$ cat src/logic/acs_pkg.sv
package acs_pkg;
  // Register indices; byte address is four times the index
  localparam logic [5:0] IDX_DATA = 6'h00;
  localparam logic [5:0] IDX_LINE = 6'h01;
  localparam logic [5:0] IDX_MODEM = 6'h02;
  localparam logic [5:0] IDX_BAUD = 6'h03;
  localparam logic [5:0] IDX_TXPAR = 6'h04;
  localparam int ADDR_W = 8;
  localparam logic [1:0] RESP_OKAY = 2'h0;
  localparam logic [1:0] RESP_SLVERR = 2'h2;
  // Line config fields
  localparam int CFG_STOP2 = 0;
  localparam int CFG_WL_LSB = 1;
  localparam int CFG_PEN = 3;
  localparam int CFG_PEVEN = 4;
  // Modem control fields
  localparam int MC_RTS = 0;
  localparam int MC_DTR = 1;
  localparam int MC_GIE = 2;
  localparam int MC_MIE = 3;
  localparam int MC_MODE_LSB = 4;
  localparam int MC_RXEN = 6;
  // Transmit parity fields
  localparam int TP_OWN = 0;
  localparam int TP_EN = 1;
  localparam int TP_EVEN = 2;
  // Baud select fields
  localparam int BR_DIV_LSB = 0;
  localparam int BR_PRE_LSB = 5;
  // Line status bits
  localparam int ST_RXRDY = 0;
  localparam int ST_OVR = 1;
  localparam int ST_PERR = 2;
  localparam int ST_FERR = 3;
  localparam int ST_MODEM = 5;
  localparam int ST_TXBE = 6;
  localparam int ST_TC = 7;
  localparam logic [7:0] ST_RESET = 8'hc0;
  // 16x tick positions within one bit
  localparam logic [3:0] TICK_MID = 4'h7;
  localparam logic [3:0] TICK_LAST = 4'hf;
  localparam logic [11:0] THIRD_STEP = 12'h003;

  typedef enum logic [1:0] {
    ACS_MODE_NORMAL, ACS_MODE_BREAK, ACS_MODE_ECHO, ACS_MODE_LOOP
  } acs_mode_t;

  // Divisor in thirds; zero means pass prescaler output undivided
  function automatic logic [11:0] acs_div_thirds(input logic [4:0] code);
    case (code)
      5'h00: acs_div_thirds = 12'h000;
      5'h01: acs_div_thirds = 12'h006;
      5'h02: acs_div_thirds = 12'h00c;
      5'h03: acs_div_thirds = 12'h010;
      5'h04: acs_div_thirds = 12'h018;
      5'h05: acs_div_thirds = 12'h020;
      5'h06: acs_div_thirds = 12'h030;
      5'h07: acs_div_thirds = 12'h03a;
      5'h08: acs_div_thirds = 12'h042;
      5'h09: acs_div_thirds = 12'h060;
      5'h0a: acs_div_thirds = 12'h0c0;
      5'h0b: acs_div_thirds = 12'h180;
      5'h0c: acs_div_thirds = 12'h240;
      5'h0d: acs_div_thirds = 12'h300;
      5'h0e: acs_div_thirds = 12'h360;
      5'h0f: acs_div_thirds = 12'h420;
      5'h10: acs_div_thirds = 12'h600;
      default: acs_div_thirds = 12'h900;
    endcase
  endfunction : acs_div_thirds

  // Prescaler terminal count for divide by 1, 3, 4, 5
  function automatic logic [2:0] acs_pre_last(input logic [1:0] code);
    case (code)
      2'h0: acs_pre_last = 3'h0;
      2'h1: acs_pre_last = 3'h2;
      2'h2: acs_pre_last = 3'h3;
      default: acs_pre_last = 3'h4;
    endcase
  endfunction : acs_pre_last
endpackage : acs_pkg

$ cat src/logic/acs_uart.sv
// Function
// RQ1: Divisor table with fractional and external ratios
// RQ2: Software pairs crystal with matching prescale
// RQ3: Modem control readable; bits drive handshake outputs
// RQ4: Global enable gates interrupt output
// RQ5: Mode field selects normal, break, echo, loop
// RQ6: Status read clears bits, not pins
// RQ7: Modem status shows inputs inverted
// RQ8: Modem input change sets modem flag
// RQ9: Clear-to-send deasserted blocks next character
// RQ10: Five to eight bits, right justified
// RQ11: Sample at bit centre, load buffer, ready
// RQ12: Unread buffer at completion sets overrun
// RQ13: Buffer holds byte; LSB first, same format
// RQ14: Transmit parity independent of receive parity
// RQ15: Buffer-empty pin/flag; done when both empty
// RQ16: Modem edge on any change; read clears
// RQ17: Status edge on rising bits; read clears
// RQ18: Reset sets done flag with pending edge
// RQ19: Setting suppressed during read, applied after
// RQ20: Set bit recurring during read ends cleared
// RQ21: Software reset writes setup, then reads
// RQ22: Modem enable masks only modem interrupts
// RQ23: Four indices, read and write differ; the code decodes five, 0 to 4
// RQ24: Reset clears counters, status, modem control; the code presets status to done and empty
// RQ25: Baud generator runs at sixteen times rate
// RQ26: Prescaler divides by 1, 3, 4, 5
// RQ27: Interrupt from status edge or enabled modem
`timescale 1ns/1ps
module acs_uart (
  input wire logic aclk,
  input wire logic aresetn,
  input wire logic ce,
  input wire logic s_axi_awvalid,
  output logic s_axi_awready,
  input wire logic [acs_pkg::ADDR_W-1:0] s_axi_awaddr,
  input wire logic s_axi_wvalid,
  output logic s_axi_wready,
  input wire logic [31:0] s_axi_wdata,
  input wire logic [3:0] s_axi_wstrb,
  output logic s_axi_bvalid,
  input wire logic s_axi_bready,
  output logic [1:0] s_axi_bresp,
  input wire logic s_axi_arvalid,
  output logic s_axi_arready,
  input wire logic [acs_pkg::ADDR_W-1:0] s_axi_araddr,
  output logic s_axi_rvalid,
  input wire logic s_axi_rready,
  output logic [31:0] s_axi_rdata,
  output logic [1:0] s_axi_rresp,
  input wire logic osc_in,
  input wire logic serial_in,
  output logic serial_out,
  input wire logic dsr_n,
  input wire logic cts_n,
  output logic rts_n,
  output logic dtr_n,
  output logic rx_ready,
  output logic tx_buf_empty,
  output logic irq_out
);
  typedef enum logic [2:0] {ACS_RX_IDLE, ACS_RX_START, ACS_RX_DATA, ACS_RX_PAR, ACS_RX_STOP}
    acs_rx_t;
  typedef enum logic {ACS_TX_IDLE, ACS_TX_SHIFT} acs_tx_t;
  typedef struct packed {
    logic [3:0] s1, s2, s3, rx_tick, rx_bit, tx_tick, tx_bit;
    logic [7:0] cfg, baud, mctl, w_data, rdata, rx_shift, rx_buf, tx_buf, stat, stat_defer;
    logic [2:0] txpar, presc;
    logic [5:0] aw_idx;
    logic [1:0] bresp, rresp;
    logic [11:0] acc, tx_shift;
    logic aw_have, w_have, w_en, bvalid, rvalid, rx_perr, rxrdy, tx_full, tc_prev, sout;
    logic stat_edge, mod_edge, mod_defer, sync_ok;
    acs_rx_t rx_st;
    acs_tx_t tx_st;
  } acs_state_t;
  acs_state_t s_q, s_d;
  acs_pkg::acs_mode_t mode;
  logic [1:0] wl;
  logic [3:0] nbits;
  logic [7:0] mask, rx_data, tx_data, ev;
  logic [11:0] thirds, sum, frame;
  logic tick16, pre_tick, rx_line, tx_line, rd_stat, rd_msr, mod_ev;
  logic tp_en, tp_even, tc_cond;
  logic [5:0] ar_idx;

  // Word format shared by both directions
  always_comb begin
    wl = s_q.cfg[acs_pkg::CFG_WL_LSB +: 2];
    nbits = 4'd5 + {2'b00, wl};
    mask = 8'hff >> (2'd3 - wl);
    mode = acs_pkg::acs_mode_t'(s_q.mctl[acs_pkg::MC_MODE_LSB +: 2]);
    thirds = acs_pkg::acs_div_thirds(s_q.baud[acs_pkg::BR_DIV_LSB +: 5]);
    // RQ10: right justify, upper bits zero
    rx_data = (s_q.rx_shift >> (2'd3 - wl)) & mask;
    tx_data = s_q.tx_buf & mask;
    // RQ14: own parity or follow receiver
    tp_en = s_q.txpar[acs_pkg::TP_OWN] ? s_q.txpar[acs_pkg::TP_EN] : s_q.cfg[acs_pkg::CFG_PEN];
    tp_even = s_q.txpar[acs_pkg::TP_OWN] ? s_q.txpar[acs_pkg::TP_EVEN] :
      s_q.cfg[acs_pkg::CFG_PEVEN];
    tx_line = (s_q.tx_st == ACS_TX_SHIFT) ? s_q.tx_shift[0] : 1'b1;
    rx_line = (mode == acs_pkg::ACS_MODE_LOOP) ? tx_line : s_q.s2[1];
    ar_idx = s_axi_araddr[acs_pkg::ADDR_W-1:2];
  end
  // Frame image for the transmit shifter, start bit at bit 0
  always_comb begin
    frame = 12'hfff;
    frame[0] = 1'b0;
    for (int i = 0; i < 8; i++) begin
      if (i < int'(nbits)) begin
        frame[i+1] = tx_data[i];
      end
    end
    if (tp_en) begin
      frame[nbits+4'd1] = ^tx_data ^ ~tp_even;
    end
  end
  // Next state of the whole block
  always_comb begin
    s_d = s_q;
    ev = 8'h00;
    rd_stat = 1'b0;
    rd_msr = 1'b0;
    pre_tick = 1'b0;
    tick16 = 1'b0;
    sum = 12'h000;
    // Pins cross two flops; third stage only feeds edge detection
    s_d.s1 = {cts_n, dsr_n, serial_in, osc_in};
    s_d.s2 = s_q.s1;
    s_d.s3 = s_q.s2;
    s_d.sync_ok = 1'b1; // Third stage holds a real sample one cycle on
    // Bus read, taken at the address handshake
    if (s_axi_arvalid && ce && !s_q.rvalid) begin
      s_d.rvalid = 1'b1;
      s_d.rresp = acs_pkg::RESP_OKAY;
      s_d.rdata = 8'h00;
      // RQ23: index decode for reads
      unique case (ar_idx)
        acs_pkg::IDX_DATA: begin
          s_d.rdata = s_q.rx_buf;
          s_d.rxrdy = 1'b0;
        end
        acs_pkg::IDX_LINE: begin
          s_d.rdata = s_q.stat;
          rd_stat = 1'b1;
        end
        // RQ3: modem control reads back
        acs_pkg::IDX_MODEM: s_d.rdata = s_q.mctl;
        acs_pkg::IDX_BAUD: begin
          // RQ7: asserted low pin reads as one
          s_d.rdata = {6'h00, ~s_q.s2[3], ~s_q.s2[2]};
          rd_msr = 1'b1;
        end
        acs_pkg::IDX_TXPAR: s_d.rdata = {5'h00, s_q.txpar};
        default: s_d.rresp = acs_pkg::RESP_SLVERR;
      endcase
    end else if (s_q.rvalid && s_axi_rready) begin
      s_d.rvalid = 1'b0;
    end
    // RQ26: prescaler on rising edges of the oscillator
    if (s_q.s2[0] && !s_q.s3[0]) begin
      if (s_q.presc == acs_pkg::acs_pre_last(s_q.baud[acs_pkg::BR_PRE_LSB +: 2])) begin
        s_d.presc = 3'h0;
        pre_tick = 1'b1;
      end else begin
        s_d.presc = s_q.presc + 3'h1;
      end
    end
    // RQ1: fractional divide by accumulating thirds
    if (pre_tick) begin
      if (thirds == 12'h000) begin
        tick16 = 1'b1;
      end else begin
        sum = s_q.acc + acs_pkg::THIRD_STEP;
        // RQ25: one tick per sixteenth of a bit
        if (sum >= thirds) begin
          s_d.acc = sum - thirds;
          tick16 = 1'b1;
        end else begin
          s_d.acc = sum;
        end
      end
    end
    // RQ11: receiver, start found then sampled at bit centre
    if (tick16) begin
      s_d.rx_tick = s_q.rx_tick + 4'h1;
      unique case (s_q.rx_st)
        ACS_RX_IDLE: begin
          s_d.rx_tick = 4'h0;
          if (s_q.mctl[acs_pkg::MC_RXEN] && !rx_line) begin
            s_d.rx_st = ACS_RX_START;
          end
        end
        ACS_RX_START: begin
          if (s_q.rx_tick == acs_pkg::TICK_MID) begin
            s_d.rx_tick = 4'h0;
            s_d.rx_bit = 4'h0;
            // Glitch shorter than half a bit is not a start
            s_d.rx_st = rx_line ? ACS_RX_IDLE : ACS_RX_DATA;
          end
        end
        ACS_RX_DATA: begin
          if (s_q.rx_tick == acs_pkg::TICK_LAST) begin
            // RQ10: first bit lands in bit 0
            s_d.rx_shift = {rx_line, s_q.rx_shift[7:1]};
            s_d.rx_bit = s_q.rx_bit + 4'h1;
            if (s_q.rx_bit == nbits - 4'h1) begin
              s_d.rx_st = s_q.cfg[acs_pkg::CFG_PEN] ? ACS_RX_PAR : ACS_RX_STOP;
            end
          end
        end
        ACS_RX_PAR: begin
          if (s_q.rx_tick == acs_pkg::TICK_LAST) begin
            s_d.rx_perr = rx_line != (^rx_data ^ ~s_q.cfg[acs_pkg::CFG_PEVEN]);
            s_d.rx_st = ACS_RX_STOP;
          end
        end
        ACS_RX_STOP: begin
          if (s_q.rx_tick == acs_pkg::TICK_LAST) begin
            s_d.rx_st = ACS_RX_IDLE;
            s_d.rx_buf = rx_data;
            // RQ11: buffer load raises ready pin and flag
            s_d.rxrdy = 1'b1;
            ev[acs_pkg::ST_RXRDY] = 1'b1;
            // RQ12: previous character still unread
            ev[acs_pkg::ST_OVR] = s_q.rxrdy;
            ev[acs_pkg::ST_PERR] = s_q.cfg[acs_pkg::CFG_PEN] & s_q.rx_perr;
            ev[acs_pkg::ST_FERR] = ~rx_line;
            s_d.rx_perr = 1'b0;
          end
        end
        default: s_d.rx_st = ACS_RX_IDLE;
      endcase
    end
    // RQ9: a new character starts only with clear-to-send low
    if (s_q.tx_st == ACS_TX_IDLE && s_q.tx_full && !s_q.s2[3] &&
        mode != acs_pkg::ACS_MODE_BREAK) begin
      // RQ13: buffer moves to shifter once it is empty
      s_d.tx_st = ACS_TX_SHIFT;
      s_d.tx_shift = frame;
      s_d.tx_tick = 4'h0;
      s_d.tx_bit = nbits + {3'h0, tp_en} + {3'h0, s_q.cfg[acs_pkg::CFG_STOP2]} + 4'h1;
      s_d.tx_full = 1'b0;
      // RQ15: buffer empty event
      ev[acs_pkg::ST_TXBE] = 1'b1;
    end else if (s_q.tx_st == ACS_TX_SHIFT && tick16) begin
      s_d.tx_tick = s_q.tx_tick + 4'h1;
      if (s_q.tx_tick == acs_pkg::TICK_LAST) begin
        s_d.tx_shift = {1'b1, s_q.tx_shift[11:1]};
        s_d.tx_bit = s_q.tx_bit - 4'h1;
        // RQ9: character in flight always completes
        if (s_q.tx_bit == 4'h0) begin
          s_d.tx_st = ACS_TX_IDLE;
        end
      end
    end
    // Bus write once address and data are both held
    if (s_axi_awvalid && ce && !s_q.aw_have) begin
      s_d.aw_have = 1'b1;
      s_d.aw_idx = s_axi_awaddr[acs_pkg::ADDR_W-1:2];
    end
    if (s_axi_wvalid && ce && !s_q.w_have) begin
      s_d.w_have = 1'b1;
      s_d.w_data = s_axi_wdata[7:0];
      s_d.w_en = s_axi_wstrb[0];
    end
    if (s_q.aw_have && s_q.w_have && !s_q.bvalid) begin
      s_d.aw_have = 1'b0;
      s_d.w_have = 1'b0;
      s_d.bvalid = 1'b1;
      s_d.bresp = acs_pkg::RESP_OKAY;
      // RQ23: index decode for writes
      unique case (s_q.aw_idx)
        acs_pkg::IDX_DATA: begin
          if (s_q.w_en) begin
            s_d.tx_buf = s_q.w_data;
            s_d.tx_full = 1'b1;
          end
        end
        acs_pkg::IDX_LINE: s_d.cfg = s_q.w_en ? s_q.w_data : s_q.cfg;
        acs_pkg::IDX_MODEM: s_d.mctl = s_q.w_en ? s_q.w_data : s_q.mctl;
        acs_pkg::IDX_BAUD: s_d.baud = s_q.w_en ? s_q.w_data : s_q.baud;
        acs_pkg::IDX_TXPAR: s_d.txpar = s_q.w_en ? s_q.w_data[2:0] : s_q.txpar;
        default: s_d.bresp = acs_pkg::RESP_SLVERR;
      endcase
    end else if (s_q.bvalid && s_axi_bready) begin
      s_d.bvalid = 1'b0;
    end
    // RQ15: done only when buffer and shifter are both empty
    tc_cond = !s_d.tx_full && s_d.tx_st == ACS_TX_IDLE;
    s_d.tc_prev = tc_cond;
    ev[acs_pkg::ST_TC] = tc_cond & ~s_q.tc_prev;
    // RQ8: any modem input change, once the edge stage is filled
    mod_ev = s_q.sync_ok && (s_q.s2[3:2] != s_q.s3[3:2]);
    ev[acs_pkg::ST_MODEM] = mod_ev;
    // RQ6: read clears status; pins keep their own state
    if (rd_stat) begin
      s_d.stat = 8'h00;
      // RQ17: read clears status edge latch
      s_d.stat_edge = 1'b0;
      // RQ19: new events wait out the read cycle
      // RQ20: already set and recurring ends cleared
      s_d.stat_defer = ev & ~s_q.stat;
    end else begin
      s_d.stat = s_q.stat | ev | s_q.stat_defer;
      s_d.stat_defer = 8'h00;
      // RQ17: rising status bits only
      s_d.stat_edge = s_q.stat_edge | (|(s_d.stat & ~s_q.stat));
    end
    // RQ16: modem edge latch, cleared by modem status read
    if (rd_msr) begin
      s_d.mod_edge = 1'b0;
      s_d.mod_defer = mod_ev & ~s_q.mod_edge;
    end else begin
      s_d.mod_edge = s_q.mod_edge | mod_ev | s_q.mod_defer;
      s_d.mod_defer = 1'b0;
    end
    // RQ5: line drive per operating mode
    unique case (mode)
      acs_pkg::ACS_MODE_NORMAL: s_d.sout = tx_line;
      acs_pkg::ACS_MODE_BREAK: s_d.sout = 1'b0;
      acs_pkg::ACS_MODE_ECHO: s_d.sout = s_q.s2[1];
      acs_pkg::ACS_MODE_LOOP: s_d.sout = 1'b1;
    endcase
    // RQ24: counters, modem control, transmit parity cleared; status preset; line and baud setup kept
    if (!aresetn) begin
      s_d = '0;
      // Stages track the pins, so no false modem edge once reset lifts
      s_d.s1 = {cts_n, dsr_n, serial_in, osc_in};
      s_d.s2 = s_q.s1;
      s_d.s3 = s_q.s2;
      s_d.cfg = s_q.cfg;
      s_d.baud = s_q.baud;
      s_d.sout = 1'b1;
      s_d.tx_shift = 12'hfff;
      s_d.tc_prev = 1'b1;
      // RQ18: done and empty set, edge left pending
      s_d.stat = acs_pkg::ST_RESET;
      s_d.stat_edge = 1'b1;
    end
  end
  // Clock enable low freezes everything except reset
  always_ff @(posedge aclk) begin
    if (ce || !aresetn) begin
      s_q <= s_d;
    end
  end

  // Ready stays low while frozen so no handshake is lost
  assign s_axi_awready = ce & ~s_q.aw_have;
  assign s_axi_wready = ce & ~s_q.w_have;
  assign s_axi_arready = ce & ~s_q.rvalid;
  assign s_axi_bvalid = s_q.bvalid;
  assign s_axi_bresp = s_q.bresp;
  assign s_axi_rvalid = s_q.rvalid;
  assign s_axi_rdata = {24'h000000, s_q.rdata};
  assign s_axi_rresp = s_q.rresp;
  assign serial_out = s_q.sout;
  // RQ3: a one drives the pin low
  assign rts_n = ~s_q.mctl[acs_pkg::MC_RTS];
  assign dtr_n = ~s_q.mctl[acs_pkg::MC_DTR];
  assign rx_ready = s_q.rxrdy;
  assign tx_buf_empty = ~s_q.tx_full;
  // RQ4: RQ22: RQ27: enables gate the latched edges
  assign irq_out = s_q.mctl[acs_pkg::MC_GIE] &
    (s_q.stat_edge | (s_q.mctl[acs_pkg::MC_MIE] & s_q.mod_edge));
endmodule : acs_uart

$ cat config.mk
export PLATFORM = sky130hd
export DESIGN_NAME = acs_uart
export DESIGN_NICKNAME = d
export VERILOG_FILES = /design/src/logic/acs_pkg.sv /design/src/logic/acs_uart.sv
export SDC_FILE = /design/constraint.sdc
export NUM_CORES = 1
export LEC_CHECK = 0
export ABC_AREA = 1
export BUFFER_PORTS_ARGS = -buffer_cell sky130_fd_sc_hd__buf_2
export CORE_MARGIN = 2
export CORE_UTILIZATION = 34
export DETAILED_ROUTE_END_ITERATION = 12
export GPL_ROUTABILITY_DRIVEN = 0
export GPL_TIMING_DRIVEN = 0
export PLACE_DENSITY = 0.54
export RECOVER_POWER = 100
export SLEW_MARGIN = 20
export SYNTH_ARGS = -nofsm -noshare
export SYNTH_HDL_FRONTEND = slang
export SYNTH_SLANG_ARGS = --single-unit
$ cat constraint.sdc
create_clock -name aclk -period 4.57 [get_ports aclk]
set_input_delay 0.6855 -clock aclk [delete_from_list [all_inputs] [get_ports aclk]]
set_output_delay 0.6855 -clock aclk [all_outputs]
set_load 0.02 [all_outputs]
==> results.sh <==
export IMPL_status="finished, final reports clean"
export IMPL_switchingPower_mw=1.13
export IMPL_drt_pass1_iterations=5
export IMPL_overflow=0
export IMPL_cts_max_path_buffers=2
export IMPL_swShare_pct=29.2
export IMPL_initial_utilization_pct=34.5
export IMPL_async_flop_share_pct=0
export IMPL_crit_start="s_q[30]"
export IMPL_comb_power_share_pct=15.0
export IMPL_post_cts_setup_buffers=0
export IMPL_synth_edf_count=157
export IMPL_antenna_left=0
export IMPL_powerDensity_mw_per_mm2=365
export IMPL_finalMaxSlewViolations=0
export IMPL_power_mw=3.87
export IMPL_fp_dieH_um=169
export IMPL_worst_pin_slew_ns=1.38
export IMPL_min_delay_start="s_q[164]"
export IMPL_ys_flop_type="edfxtp_1"
export IMPL_via_per_inst=4.56
export IMPL_dp_slack_ns=0.240
export IMPL_synth_xor_area_share_pct=4.16
export IMPL_synth_most_common_cell="nand2_1"
export IMPL_initialDrtViolationCount=615
export IMPL_layout_drive_gt1_share_pct=10.8
export IMPL_synthTopCellsByCount="nand2_1, inv_1, edfxtp_1, nor2_1, a21oi_1"
export IMPL_clkSinkCount=168
export IMPL_use_met3_pct=2.53
export IMPL_drt_wirelength_per_cell_um=14.4
export IMPL_use_met2_pct=24.0
export IMPL_crit_arrival_ns=4.15
export IMPL_num_io_pins=111
export IMPL_critPathMaxFanout=9
export IMPL_grt_max_degree=36
export IMPL_max_cap_violations=0
export IMPL_cp_end_kind="register"
export IMPL_p_leak_nw=4.66
export IMPL_insertion_delay_ns=0.44
export IMPL_synthAdderAreaFrac_pct=5.30
export IMPL_die_w_um=169
export IMPL_cts_max_level=4
export IMPL_startpoint_type="register"
export IMPL_num_nets_final=1206
export IMPL_ys_ff_latch=168
export IMPL_yosysSeqAreaShare_pct=53.3
export IMPL_cts_root_buf="clkbuf_16"
export IMPL_synth_cell_types=55
export IMPL_hpwlAfterDp_mm=16.3
export IMPL_finalClockSkew_ns=0.0236
export IMPL_avgSynthCellArea_um2=9.21
export IMPL_antenna_found_initial=0
export IMPL_track_usage_pct=15.1
export IMPL_yosysWarnings=0
export IMPL_grt_use_met1_pct=21.6
export IMPL_p_int_mw=2.74
export IMPL_r2r_start="s_q[30]"
export IMPL_maxSlewHeadroom_pct=7.78
export IMPL_syn_inst=1005
export IMPL_ys_top_cells_by_area="edfxtp_1, nand2_1, inv_1, ha_1, nor2_1"
export IMPL_wirelength_mm=21.0
export IMPL_vias=6645
export IMPL_grt_busiest_layer="met2"
export IMPL_holdBufCountCts=0
export IMPL_cts_buffers=17
export IMPL_worst_setup_path_type="reg -> reg"
export IMPL_synth_top_cell_area_share_pct=50.9
export IMPL_period_needed_ns=4.01
export IMPL_grt_pass1_vias=6373
export IMPL_crit_required_ns=4.72
export IMPL_syn2layout_area_growth_pct=14.5
export IMPL_synth_top_family_by_area="simple AND/OR/NAND/NOR gates"
export IMPL_rows=60
export IMPL_drc=0
export IMPL_core_mm2=0.0269
export IMPL_vdd_ir_drop_max_v=0.000216
export IMPL_cts_tree="done"
export IMPL_rsz0062_at_grt="false"
export IMPL_p_clk_share_pct=36.5
export IMPL_die_area_mm2=0.0286
export IMPL_period_share_pct=87.7
export IMPL_setup_ws_ns=0.562
export IMPL_synth_compound_area_share_pct=8.00
export IMPL_min_path_type="reg -> reg"
export IMPL_max_freq_mhz=249
export IMPL_synth_mux_area_share_pct=0
export IMPL_grt_pass1_wl_mm=33.3
export IMPL_synth_simple_area_share_pct=18.9
export IMPL_setup_viol=0
export IMPL_seq_power_share_pct=48.5
export IMPL_yosysTopAreaCell="edfxtp_1"
export IMPL_fin_area_mm2=0.0106
export IMPL_syn_cell_area_mm2=0.00926
export IMPL_place_port_buffers=53
export IMPL_n_antenna_cell=0
export IMPL_hold_violations=0
export IMPL_path_clk_slew_ns=0.08
export IMPL_place_area_mm2=0.0101
-- per-stage QoR --
step	util, %	hold WS (ns)	std cells	setup TNS, ns
2_1_floorplan	-	0.400	1030	0
3_3_place_gp	37.4	0.406	1424	-15.33
3_5_place_dp	37.5	0.406	1426	0
4_1_cts	39.7	0.414	1458	0
5_1_grt	39.5	0.414	1458	0
6_report	39.5	0.424	1458	0
-- cells in the final DEF (no fill, tap or decap), drive strengths merged, types with 2 or more instances in the layout --
master / count
nand2: 206
inv: 176
edfxtp: 157
nor2: 115
buf: 68
clkbuf: 53
a21oi: 51
o21ai: 40
ha: 36
nand3: 35
nor3: 32
conb: 26
xor2: 23
xnor2: 21
dfxtp: 11
or2: 8
nand4: 6
clkinv: 6
a31oi: 5
nor4: 4
o22ai: 4
o31ai: 3
o211ai: 3
o22a: 3
o2111ai: 2
a22oi: 2
a41oi: 2
a211oi: 2
nand3b: 2
fa: 2
-- worst paths after layout --
| kind | end | slack (ns) | cells after the start |
|---|---|---|---|
| worst max register to register | s_q[22] | 0.56 | 19 |
| worst max-delay path | s_q[22] | 0.56 | 19 |
| worst min register to register | s_q[160] | 0.42 | 0 |
| worst min-delay path | s_q[160] | 0.42 | 0 |
-- metal layers --
| metal | vias up | part of all wire [%] |
|---|---|---|
| li1 | 3450 | - |
| met1 | 3022 | 50 |
| met2 | 160 | 45 |
| met3 | 13 | 5.0 |
| met4 | 0 | 0.90 |
| met5 | - | 0 |
-- cell type report --
cell class              instances  area [um2]
clock buffers                  17         425
repair buffers                 55         251
plain buffers                  49         320
flip-flops and latches        168        4930
inverters                     168         631
multi-input cells             645        3460
clock inverters                15         153
fillers                      2700       16300
well taps                     341         427
-- sequential cells by signal, summed over array words and instances (netlist names) --
signal and cells:
s_axi_bresp 1, thirds 11, s_q 141, s_axi_rdata 8
s_axi_rresp 1, s_axi_bvalid 1, rx_ready 1, serial_out 1
s_axi_rvalid 1, mode 2
-- critical path, cell delays in order, from the launching register on --
cell,delay (ns)
edfxtp_1,0.42
inv_1,0.08
a21oi_1,0.26
nand4_1,0.17
nor2_1,0.22
nand3_1,0.12
xnor2_1,0.18
ha_1,0.38
nand2_1,0.07
inv_1,0.07
nand2_1,0.08
nor2_1,0.10
nand2_1,0.10
nand4_1,0.27
nand2_1,0.09
inv_1,0.12
nand2_1,0.10
a21oi_2,0.30
a21boi_4,0.39
buf_6,0.20
-- logic make-up after synthesis --
family	Yosys count
AO/OA/AOI/OAI	126
XOR/XNOR	44
adder cells (fa/ha/maj)	38
buffers and inverters	217
flip-flops	168
other	1
AND/OR/NAND/NOR	411
-- power groups by stage --
| stage | Combinational, mW | Sequential (mW) | Clock [mW] |
|---|---|---|---|
| finish | 0.581 | 1.88 | 1.41 |
| global route | 0.660 | 1.89 | 1.50 |
| CTS | 0.587 | 1.88 | 1.44 |
| detailed placement | 0.584 | 1.91 | 0 |
| global placement | 0.574 | 1.91 | 0 |
| floorplan | 0.436 | 1.89 | 0 |
-- repair_timing --
action,4_1_cts,5_1_grt
hold endpoints to repair,0,0
gates resized for setup,0,2
setup endpoints to repair,0,16
No activity file was read; power rests on OpenSTA's default activity.
